`config.mk`:
```
export PLATFORM = sky130hd
export DESIGN_NAME = sbl_writer
export DESIGN_NICKNAME = d
export VERILOG_FILES = /design/src/rtl/sbl_pkg.sv /design/src/rtl/sbl_writer.sv /design/src/rtl/sbl_tally_enc.sv
export SDC_FILE = /design/constraint.sdc
export NUM_CORES = 1
export LEC_CHECK = 0
export BUFFER_PORTS_ARGS = -buffer_cell sky130_fd_sc_hd__clkbuf_2
export CORE_MARGIN = 2
export CORE_UTILIZATION = 50
export CTS_CLUSTER_DIAMETER = 120
export DETAILED_ROUTE_END_ITERATION = 7
export PLACE_DENSITY_LB_ADDON = 0.3
export SLEW_MARGIN = 20
export SYNTH_ARGS = -nofsm -noshare
export SYNTH_HDL_FRONTEND = slang
export SYNTH_HIERARCHICAL = 1
export SYNTH_SLANG_ARGS = --single-unit
```
`constraint.sdc`:
```
create_clock -name i_clk -period 3.05 [get_ports i_clk]
set_clock_uncertainty 0.05 [all_clocks]
set_input_delay 0.61 -clock i_clk [delete_from_list [all_inputs] [get_ports i_clk]]
set_output_delay 0.61 -clock i_clk [all_outputs]
set_load 0.03 [all_outputs]
```
`src/rtl/sbl_pkg.sv`:
```
// shared constants for the sector buffer layout writer
package sbl_pkg;
	localparam int unsigned OFF_W = 12;
	localparam int unsigned BLK_W = 13;
	localparam logic [11:0] OFF_HEADER = 12'h000;
	localparam logic [11:0] OFF_BODY = 12'h004;
	localparam logic [11:0] OFF_SYNC = 12'h924;
	localparam logic [11:0] OFF_STATUS_BYTE_ZERO = 12'h930;
	localparam logic [11:0] OFF_STATUS_BYTE_ONE = 12'h931;
	localparam logic [11:0] OFF_STATUS_BYTE_TWO = 12'h932;
	localparam logic [11:0] OFF_ERASE = 12'h933;
	localparam logic [11:0] OFF_RW = 12'h934;
	localparam logic [11:0] OFF_Q = 12'h994;
	localparam logic [11:0] OFF_CORR = 12'h9A0;
	localparam logic [11:0] OFF_WORK = 12'h9A2;
	localparam logic [11:0] BLOCK_SIZE = 12'hA00;
	// incoming sector stream order: sync, header, body
	localparam logic [11:0] IN_SYNC_LEN = 12'h00C;
	localparam logic [11:0] IN_HDR_END = 12'h00F;
	localparam logic [11:0] IN_LAST = 12'h92F;
	localparam logic [11:0] IN_SYNC_LAST = 12'h00B;
	localparam logic [7:0] SYNC_EDGE = 8'h00;
	localparam logic [7:0] SYNC_MID = 8'hFF;
	localparam logic [7:0] MODE_ZERO = 8'h00;
	localparam logic [7:0] MODE_ECC = 8'h01;
	localparam logic [7:0] MODE_PLAIN = 8'h02;
	localparam logic [11:0] TALLY_MAX = 12'hFFF;
	localparam logic [11:0] RES1_LIM = 12'h040;
	localparam logic [11:0] RES4_LIM = 12'h100;
	localparam logic [11:0] RES16_LIM = 12'h400;
	// subcode holding buffer: 12 groups of one Q byte then 8 R-W bytes
	localparam logic [3:0] SUB_GROUPS = 4'hC;
	localparam logic [3:0] SUB_GRP_LAST = 4'h8;
	localparam logic [2:0] TAIL_STEPS = 3'h4;
	localparam logic [1:0] CORR_COPIES = 2'h2;
endpackage

```
`src/rtl/sbl_writer.sv`:
```
// places decoded sector, status, subcode and corrector bytes into a block
// Function
// - header bytes 0..3 hold minutes, seconds, frame and the mode byte.
// - mode 0 all-zero, mode 1 data with codes, mode 2 plain data.
// - offsets 4..2339 hold the sector body, 2048 user plus 288 aux.
// - mode 0 body forced zero; modes 1 and 2 body stored as received.
// - offsets 2340..2351 hold sync: 00, ten FF bytes, 00.
// - offset 2355 holds compressed erasure flag count, no positions.
// - count value is low six bits times four to the top two bits.
// - resolution 1, 4, 16, 64 over ranges up to 4095.
// - offsets 2356..2451 written only by enabled subcode copy channel.
// - copy channel de-interleaves, or writes raw bytes in stream order.
// - Q bytes at 2452..2463, not separated out in raw mode.
// - corrector status byte copied into offsets 2464 and 2465.
// - input path writes offsets 0..2355 itself.
`timescale 1ns/1ps
`default_nettype none
module sbl_writer
	import sbl_pkg::*;
(
	// clock and reset
	input wire logic i_clk,
	input wire logic i_sys_rst,
	// drive input path, sector bytes sync first
	input wire logic i_in_valid,
	input wire logic [7:0] i_in_data,
	input wire logic i_in_erasure,
	input wire logic [sbl_pkg::BLK_W-1:0] i_in_blk,
	input wire logic [7:0] i_status_byte_zero,
	input wire logic [7:0] i_status_byte_one,
	input wire logic [7:0] i_status_byte_two,
	output logic o_in_ready,
	// error corrector status copy
	input wire logic i_corr_valid,
	input wire logic [7:0] i_corrector_status_byte,
	input wire logic [sbl_pkg::BLK_W-1:0] i_corr_blk,
	output logic o_corr_ready,
	// subcode copy channel
	input wire logic i_sub_enable,
	input wire logic i_sub_raw,
	input wire logic i_sub_valid,
	input wire logic i_sub_first,
	input wire logic [7:0] i_sub_data,
	input wire logic [sbl_pkg::BLK_W-1:0] i_sub_blk,
	output logic o_sub_ready,
	// buffer write port
	output logic o_wr_en,
	output logic [sbl_pkg::BLK_W-1:0] o_wr_blk,
	output logic [sbl_pkg::OFF_W-1:0] o_wr_off,
	output logic [7:0] o_wr_data
);
	import sbl_pkg::*;

	typedef struct packed {
		logic wr_en;
		logic [BLK_W-1:0] wr_blk;
		logic [OFF_W-1:0] wr_off;
		logic [7:0] wr_data;
		logic in_rdy;
		logic [11:0] in_idx;
		logic [BLK_W-1:0] in_blk;
		logic [7:0] mode;
		logic [11:0] tally;
		logic [2:0] tail;
		logic [7:0] st0;
		logic [7:0] st1;
		logic [7:0] st2;
		logic [1:0] corr_pend;
		logic [7:0] corr_data;
		logic [BLK_W-1:0] corr_blk;
		logic sub_full;
		logic [OFF_W-1:0] sub_off;
		logic [7:0] sub_data;
		logic [BLK_W-1:0] sub_blk;
		logic [3:0] sub_grp;
		logic [3:0] sub_pos;
		logic [6:0] sub_cnt;
		logic corr_rdy;
		logic sub_rdy;
	} sbl_state_t;

	sbl_state_t s_q;
	sbl_state_t s_d;
	logic [7:0] code;
	logic in_take;
	logic corr_take;
	logic sub_take;
	logic [3:0] grp;
	logic [3:0] pos;

	sbl_tally_enc u_enc
	(
		.i_tally(s_q.tally),
		.o_code(code)
	);

	assign in_take = i_in_valid & s_q.in_rdy;
	assign corr_take = i_corr_valid & (s_q.corr_pend == 2'h0);
	assign sub_take = i_sub_valid & ~s_q.sub_full;

	always_comb
	begin
		s_d = s_q;
		s_d.wr_en = 1'b0;
		grp = i_sub_first ? 4'h0 : s_q.sub_grp;
		pos = i_sub_first ? 4'h0 : s_q.sub_pos;
		// the tail has the port; input is held off until it drains
		if (s_q.tail != 3'h0)
		begin
			s_d.wr_en = 1'b1;
			s_d.wr_blk = s_q.in_blk;
			s_d.tail = s_q.tail - 3'h1;
			if (s_q.tail == TAIL_STEPS)
			begin
				s_d.wr_off = OFF_STATUS_BYTE_ZERO;
				s_d.wr_data = s_q.st0;
			end
			else if (s_q.tail == 3'h3)
			begin
				s_d.wr_off = OFF_STATUS_BYTE_ONE;
				s_d.wr_data = s_q.st1;
			end
			else if (s_q.tail == 3'h2)
			begin
				s_d.wr_off = OFF_STATUS_BYTE_TWO;
				s_d.wr_data = s_q.st2;
			end
			else
			begin
				s_d.wr_off = OFF_ERASE;
				s_d.wr_data = code;
			end
		end
		else if (in_take)
		begin
			s_d.wr_en = 1'b1;
			s_d.wr_blk = (s_q.in_idx == 12'h000) ? i_in_blk : s_q.in_blk;
			if (s_q.in_idx == 12'h000)
			begin
				s_d.in_blk = i_in_blk;
				s_d.tally = {11'h000, i_in_erasure};
			end
			else if (i_in_erasure && s_q.tally != TALLY_MAX)
				s_d.tally = s_q.tally + 12'h001;
			if (s_q.in_idx < IN_SYNC_LEN)
			begin
				// sync is regenerated, not copied from the stream
				s_d.wr_off = OFF_SYNC + s_q.in_idx;
				if (s_q.in_idx == 12'h000 || s_q.in_idx == IN_SYNC_LAST)
					s_d.wr_data = SYNC_EDGE;
				else
					s_d.wr_data = SYNC_MID;
			end
			else if (s_q.in_idx <= IN_HDR_END)
			begin
				s_d.wr_off = s_q.in_idx - IN_SYNC_LEN + OFF_HEADER;
				s_d.wr_data = i_in_data;
				if (s_q.in_idx == IN_HDR_END)
					s_d.mode = i_in_data;
			end
			else
			begin
				s_d.wr_off = s_q.in_idx - IN_SYNC_LEN;
				if (s_q.mode == MODE_ZERO)
					s_d.wr_data = 8'h00;
				else
					s_d.wr_data = i_in_data;
			end
			if (s_q.in_idx == IN_LAST)
			begin
				s_d.in_idx = 12'h000;
				s_d.tail = TAIL_STEPS;
				s_d.st0 = i_status_byte_zero;
				s_d.st1 = i_status_byte_one;
				s_d.st2 = i_status_byte_two;
			end
			else
				s_d.in_idx = s_q.in_idx + 12'h001;
		end
		else if (s_q.corr_pend != 2'h0)
		begin
			s_d.wr_en = 1'b1;
			s_d.wr_blk = s_q.corr_blk;
			s_d.wr_data = s_q.corr_data;
			// both copies carry the same byte
			s_d.wr_off = (s_q.corr_pend == CORR_COPIES) ? OFF_CORR :
				OFF_CORR + 12'h001;
			s_d.corr_pend = s_q.corr_pend - 2'h1;
		end
		else if (s_q.sub_full)
		begin
			s_d.wr_en = 1'b1;
			s_d.wr_blk = s_q.sub_blk;
			s_d.wr_off = s_q.sub_off;
			s_d.wr_data = s_q.sub_data;
			s_d.sub_full = 1'b0;
		end
		if (corr_take)
		begin
			s_d.corr_pend = CORR_COPIES;
			s_d.corr_data = i_corrector_status_byte;
			s_d.corr_blk = i_corr_blk;
		end
		// a disabled channel is drained but nothing lands in the block
		if (sub_take && i_sub_enable)
		begin
			s_d.sub_full = 1'b1;
			s_d.sub_data = i_sub_data;
			s_d.sub_blk = i_sub_blk;
			if (i_sub_raw)
			begin
				// raw: stream order, Q left mixed in
				s_d.sub_off = OFF_RW +
					(i_sub_first ? 12'h000 : {5'h00, s_q.sub_cnt});
			end
			else if (pos == 4'h0)
				s_d.sub_off = OFF_Q + {8'h00, grp};
			else
				s_d.sub_off = OFF_RW + {5'h00, grp, 3'h0} +
					{8'h00, pos} - 12'h001;
			s_d.sub_cnt = i_sub_first ? 7'h01 : s_q.sub_cnt + 7'h01;
			if (pos == SUB_GRP_LAST)
			begin
				s_d.sub_pos = 4'h0;
				s_d.sub_grp = (grp == SUB_GROUPS - 4'h1) ? 4'h0 : grp + 4'h1;
			end
			else
			begin
				s_d.sub_pos = pos + 4'h1;
				s_d.sub_grp = grp;
			end
		end
		s_d.in_rdy = (s_d.tail == 3'h0);
		// ready flags registered so the outputs leave straight from flops
		s_d.corr_rdy = (s_d.corr_pend == 2'h0);
		s_d.sub_rdy = ~s_d.sub_full;
	end

	always_ff @(posedge i_clk)
	begin
		if (i_sys_rst)
		begin
			s_q <= '0;
			s_q.in_rdy <= 1'b1;
			s_q.corr_rdy <= 1'b1;
			s_q.sub_rdy <= 1'b1;
		end
		else
			s_q <= s_d;
	end

	// offsets at OFF_WORK and above are never produced
	assign o_in_ready = s_q.in_rdy;
	assign o_corr_ready = s_q.corr_rdy;
	assign o_sub_ready = s_q.sub_rdy;
	assign o_wr_en = s_q.wr_en;
	assign o_wr_blk = s_q.wr_blk;
	assign o_wr_off = s_q.wr_off;
	assign o_wr_data = s_q.wr_data;
endmodule
`default_nettype wire

```
`src/rtl/sbl_tally_enc.sv`:
```
// packs a 12-bit erasure tally into one mantissa/exponent byte
`timescale 1ns/1ps
`default_nettype none
module sbl_tally_enc
	import sbl_pkg::*;
(
	// raw tally
	input wire logic [11:0] i_tally,
	// packed byte
	output logic [7:0] o_code
);
	// truncates toward zero, so low bits are lost at large counts
	always_comb
	begin
		if (i_tally < RES1_LIM)
			o_code = {2'h0, i_tally[5:0]};
		else if (i_tally < RES4_LIM)
			o_code = {2'h1, i_tally[7:2]};
		else if (i_tally < RES16_LIM)
			o_code = {2'h2, i_tally[9:4]};
		else
			o_code = {2'h3, i_tally[11:6]};
	end
endmodule
`default_nettype wire

```
==> impl_metrics.toml, run 1 <==
[run]
maxCapViolations = 0

[floorplanning]
die_x_um = 142
initial_core_util_pct = 51.1
die_h_um = 142
io_pins = 133
core-area_sq_um = 18800
rows = 50
die_area_sq_um = 20300

[grt]
grt_pass1_wl_mm = 42.6
grt_pass1_vias = 8319
antenna_found_initial = 0
track_usage_pct = 26.1
grt_remaining_overflow = 0
grt_max_degree = 69

[synth]
seq_area_frac_synth_pct = 37.2
synthDistinctLibCells = 76
yosys.cell_count.top_type = "dfxtp_1"
synthFlopType = "dfxtp_1"
synth-seq-cells = 178
netlist_area_sq_um = 9580
synth_area_leaders = "dfxtp_1 (37%), a21oi_1 (7.3%), nand2_1 (6.9%), o21ai_0 (4.1%), nand3_1 (3.1%)"
synth_top_area_share_pct = 37.2
async_flop_share_pct = 0
syn_avg_cell_area_sq_um = 7.80
yosysWarnings = 6
syn_nets = 1343
yosys.area.top_type = "dfxtp_1"
syn_inst = 1229
synthTopCellsByCount = "dfxtp_1 (178), nand2_1 (176), a21oi_1 (139)"
synth-edff-count = 0

[detailed_routing]
wl_per_cell_um = 17.4
vias = 9125
avgViaCountPerCell = 6.00
drtPass1Iterations = 5
routed_wl_mm = 26.4
drtAntennaViolNets = 0
route.detailed.drc = 0
first_iter_violations = 763

[critical_path]
worst-path-buf-inv = 1
startpoint_type = "register"
cp.required_ns = 3.32
cp_data_arrival_time_ns = 2.77
slowest_stage = "nand4_1"
cp_max_fo = 13
crit_chain = "inv_1 -> ha_1 -> and4b_1 -> nand4_1 -> nand2_1 -> a21oi_1"
max_stage_delay_ns = 0.62
end_kind = "register"
crit_family = "simple AND/OR/NAND/NOR gates"
path_class = "reg -> reg"

[final_layout]
areaGrowthSynthToFinish_pct = 11.0
nets = 1389
drive_above_1_share_pct = 16.9
stdcell_count = 1522
fillers = 1742
post-route-cell-area_sq_um = 10600
n_antenna_cell = 0

[placement]
io_buffers = 132
dp_hpwl_mm = 18.8
place_ws_ns = 0.480
placed_cells = 1490
place_area_sq_um = 10100
globalplace.congestion = 0.914

[cts]
path_clk_slew_ns = 0.07
cts_buffer_depth = 2
cts_hold_buf = 0
clockRootBuffer = "clkbuf_16"
cts_tree = "yes"
htreeDepth = 4
cts_setup_buffers = 0
cts_resized = 0
cts_made_buffers = 17
insertion_delay_ns = 0.43
cts_sinks = 178

[sta]
rsz0062_at_grt = "false"
fmax_mhz = 399
slew_headroom_pct = 42.8
period_minus_slack_ns = 2.50
fin_setup_tns_ns = 0
finalCritPeriodShare_pct = 82.1
hold_viol = 0
setup_viol = 0
layout_setup_ws_ns = 0.545
worst_slew_pin_slew_ns = 0.858
slew_viol_final = 0

[power_and_ir_drop]
clkPwrFrac_pct = 28.3
powerDensity_nw_per_um2 = 678
p_switching_w = 0.00274
cell_internal_pwr_w = 0.00447
power.share.switching_pct = 38.0
ir_worst_vdd_mv = 0.455
seqPwrFrac_pct = 39.2
p_leak_nw = 3.94
p_comb_share_pct = 32.5

[min_path]
holdCritPathClass = "in -> reg"

[status]
status = "finished clean"
[metal layers]
metal | up-vias | global-route usage, % | wire (um)
met5 | - | 0 | 0
met4 | 0 | 7.14 | 417
met3 | 33 | 3.84 | 1290
met2 | 245 | 41.6 | 12400
met1 | 4331 | 36.8 | 12300
li1 | 4516 | - | -
[path summary, 6_finish.rpt]
kind                 from        to  slack (ns)  depth (start not counted)
min reg2reg       s_q[58]   s_q[58]        0.40                          2
max reg2reg       s_q[98]  s_q[123]        0.55                          6
max               s_q[98]  s_q[123]        0.55                          6
min          i_sub_blk[2]   s_q[19]        0.34                          3
[logic make-up (layout without fill, tap and decap cells)]
group | Yosys count | count (layout) | synth area share [%]
compound gates | 372 | 372 | 24.6
xor+xnor | 17 | 17 | 1.55
flops | 178 | 178 | 37.2
fa+ha+maj | 18 | 18 | 2.35
buf+inv | 161 | 220 | 8.22
simple gates | 478 | 478 | 25.5
mux | 5 | 5 | 0.535
[registers in the layout, summed over array words and instances, names as in the netlist]
register,cells
o_in_ready,1
o_wr_blk,13
o_wr_data,8
o_corr_ready,1
o_wr_en,1
o_sub_ready,1
o_wr_off,12
s_q,141
[power groups by stage]
| stage | clock network [W] | registers (W) | logic, W |
|---|---|---|---|
| 2_1_floorplan | 0 | 0.00281 | 0.00186 |
| 3_3_place_gp | 0 | 0.00286 | 0.00229 |
| 3_5_place_dp | 0 | 0.00287 | 0.00231 |
| 4_1_cts | 0.00207 | 0.00282 | 0.00232 |
| 5_1_grt | 0.00218 | 0.00286 | 0.00254 |
| 6_report | 0.00204 | 0.00282 | 0.00234 |
[through the flow]
step | hold WS [ns] | power, W | util, %
4_1_cts | 0.330 | 0.00722 | 56.7
3_3_place_gp | 0.389 | 0.00515 | 53.8
5_1_grt | 0.339 | 0.00758 | 56.7
6_report | 0.345 | 0.00721 | 56.7
2_1_floorplan | 0.382 | 0.00467 | -
3_5_place_dp | 0.394 | 0.00519 | 53.8
[cell type report]
class	count	area (sq um)	share of cell area [%]
Multi-Input combinational cell	890	5230	49.2
Sequential cell	178	3560	33.5
Timing Repair Buffer	167	926	8.71
Clock buffer	22	464	4.36
Tap cell	234	293	2.75
Inverter	21	78.8	0.741
Clock inverter	10	77.6	0.729
[worst register-to-register path, cell delays in order, from the launching register on]
cell,delay [ns]
dfxtp_1,0.33
inv_1,0.13
ha_1,0.36
and4b_1,0.50
nand4_1,0.62
nand2_1,0.31
a21oi_1,0.09
[cell usage in the layout, fill, tap and decap left out, types with 12 or more instances in the layout]
master       n
dfxtp_1    178
nand2_1    176
xnor2_1     12
clkbuf_16   17
a221oi_1    15
ha_1        18
a31oi_1     15
nor3b_1     14
nand3_1     59
nand3b_1    28
buf_4       36
nor2_1      62
nor4_1      19
clkbuf_2   131
nand4_1     14
a311oi_1    18
o21ai_0     78
nor2b_1     12
o21bai_1    17
a21oi_1    139
or4_1       14
inv_1       21
and3_1      16
o31ai_1     16
nor3_1      15
Note: power is estimated with default switching activity, not from simulation.
==> run 2, diff against run 1 <==
==> constraint.sdc (replaced) <==
create_clock -name i_clk -period 2.5 [get_ports i_clk]
set_clock_uncertainty 0.05 [all_clocks]
set_input_delay 0.5 -clock i_clk [delete_from_list [all_inputs] [get_ports i_clk]]
set_output_delay 0.5 -clock i_clk [all_outputs]
set_load 0.03 [all_outputs]
==> run 2 against run 1 <==
Sequential power increased by 22%. Count of clock-buffer cells in the layout decreased by 2. Worst hold slack got worse by 0.11 ns. Register-to-register slack got worse by 0.37 ns. Non-clock buffer count increased by 17. Die area unchanged. Wire length decreased by 0.51%. Worst setup slack got worse by 0.37 ns. Final area increased by 1.4%. Sequential cell count unchanged. Critical path type unchanged. Critical endpoint is now o_wr_off[9].
==> impl_metrics.toml, run 2 (synthesis gave the netlist of run 1 again) <==
[status]
status = "finished clean"

[critical_path]
cp_max_fo = 9
end_kind = "register"
startpoint_type = "register"
cp_data_arrival_time_ns = 2.59
max_stage_delay_ns = 0.71
crit_family = "compound AO/OA/AOI/OAI gates"
worst-path-buf-inv = 0
path_class = "reg -> reg"
crit_chain = "or4_1 -> a2111oi_0 -> nor4b_1 -> a211o_1"
cp.required_ns = 2.77
slowest_stage = "or4_1"

[power_and_ir_drop]
clkPwrFrac_pct = 27.9
powerDensity_nw_per_um2 = 815
cell_internal_pwr_w = 0.00546
p_leak_nw = 4.04
ir_worst_vdd_mv = 0.606
power.share.switching_pct = 38.0
p_comb_share_pct = 32.9
seqPwrFrac_pct = 39.1
p_switching_w = 0.00334

[sta]
hold_ws_ns = 0.231
period_minus_slack_ns = 2.32
finalCritPeriodShare_pct = 92.9
worst_slew_pin_slew_ns = 0.828
slew_headroom_pct = 44.8
setup_viol = 0
hold_viol = 0
fmax_mhz = 431
rsz0062_at_grt = "false"
fin_setup_tns_ns = 0
slew_viol_final = 0

[cts]
cts_hold_buf = 0
cts_made_buffers = 17
clockRootBuffer = "clkbuf_16"
insertion_delay_ns = 0.43
cts_resized = 0
cts_buffer_depth = 2
cts_sinks = 178
path_clk_slew_ns = 0.07
cts_setup_buffers = 0
htreeDepth = 4
cts_tree = "yes"

[detailed_routing]
drtPass1Iterations = 5
avgViaCountPerCell = 5.99
drtAntennaViolNets = 0
route.detailed.drc = 0
vias = 9207
routed_wl_mm = 26.3
wl_per_cell_um = 17.1
first_iter_violations = 849

[final_layout]
layout.area.seq_sq_um = 3560
post-route-cell-area_sq_um = 10800
regMostFlops = "s_q"
postLayoutCoreUtil_pct = 57.5
multiInputGateArea_sq_um = 5230
final_cell_mix = "dfxtp_1 (178), nand2_1 (176), a21oi_1 (139), clkbuf_2 (131), o21ai_0 (78)"
fillers = 1740
drive_above_1_share_pct = 18.0
stdcell_count = 1538
mostFrequentLayoutCell = "dfxtp_1"
nets = 1406
largest_reg_flops = 141
areaGrowthSynthToFinish_pct = 12.6
n_antenna_cell = 0

[floorplanning]
die_area_sq_um = 20300
initial_core_util_pct = 51.1
io_pins = 133
die_x_um = 142
rows = 50
core-area_sq_um = 18800
die_h_um = 142

[grt]
grt_max_degree = 49
track_usage_pct = 25.5
grt_pass1_vias = 8104
grt_remaining_overflow = 0
grt_pass1_wl_mm = 41.6
antenna_found_initial = 1

[placement]
io_buffers = 132
globalplace.congestion = 0.892
dp_hpwl_mm = 18.8
placed_cells = 1507
place_area_sq_um = 10300

[run]
maxCapViolations = 0

[min_path]
holdCritPathClass = "in -> reg"
[run 2: tightest hold or removal path, cell delays in order]
cell and delay [ns]:
clkbuf_2 0.08, nand2_1 0.04, a21oi_1 0.05
[run 2: layer usage]
layer	GRT usage (%)	wire length (um)
met5	0	13
met4	7.92	556
met3	4.91	1470
met2	39.1	11900
met1	36.3	12300
[run 2: through the flow]
stage               worst slack (ns)  total power (W)
finish                         0.177          0.00880
CTS                            0.220          0.00879
global route                  0.0309          0.00924
detailed placement             0.113          0.00635
global placement               0.194          0.00631
floorplan                     0.0985          0.00570
[run 2: worst paths after layout]
| check | start | to | slack [ns] | depth (start not counted) |
|---|---|---|---|---|
| min | i_corr_blk[7] | s_q[58] | 0.23 | 3 |
| max | s_q[140] | o_wr_off[9] | 0.18 | 4 |
| max reg2reg | s_q[140] | o_wr_off[9] | 0.18 | 4 |
| min reg2reg | s_q[66] | s_q[66] | 0.40 | 2 |
[run 2: area by class of cell]
class / instances / share of cell area [%]
clock inverter: 11 / 0.777
timing repair buffer: 184 / 10.1
multi-input combinational: 890 / 48.5
clock buffer: 20 / 4.14
tap: 234 / 2.71
sequential: 178 / 33.0
inverter: 21 / 0.731
[run 2: power groups by stage]
| stage | clock network (W) | registers (W) | logic [W] |
|---|---|---|---|
| 6_report | 0.00246 | 0.00344 | 0.00290 |
| 5_1_grt | 0.00261 | 0.00348 | 0.00316 |
| 4_1_cts | 0.00249 | 0.00344 | 0.00287 |
| 3_5_place_dp | 0 | 0.00350 | 0.00285 |
| 3_3_place_gp | 0 | 0.00349 | 0.00282 |
| 2_1_floorplan | 0 | 0.00343 | 0.00227 |
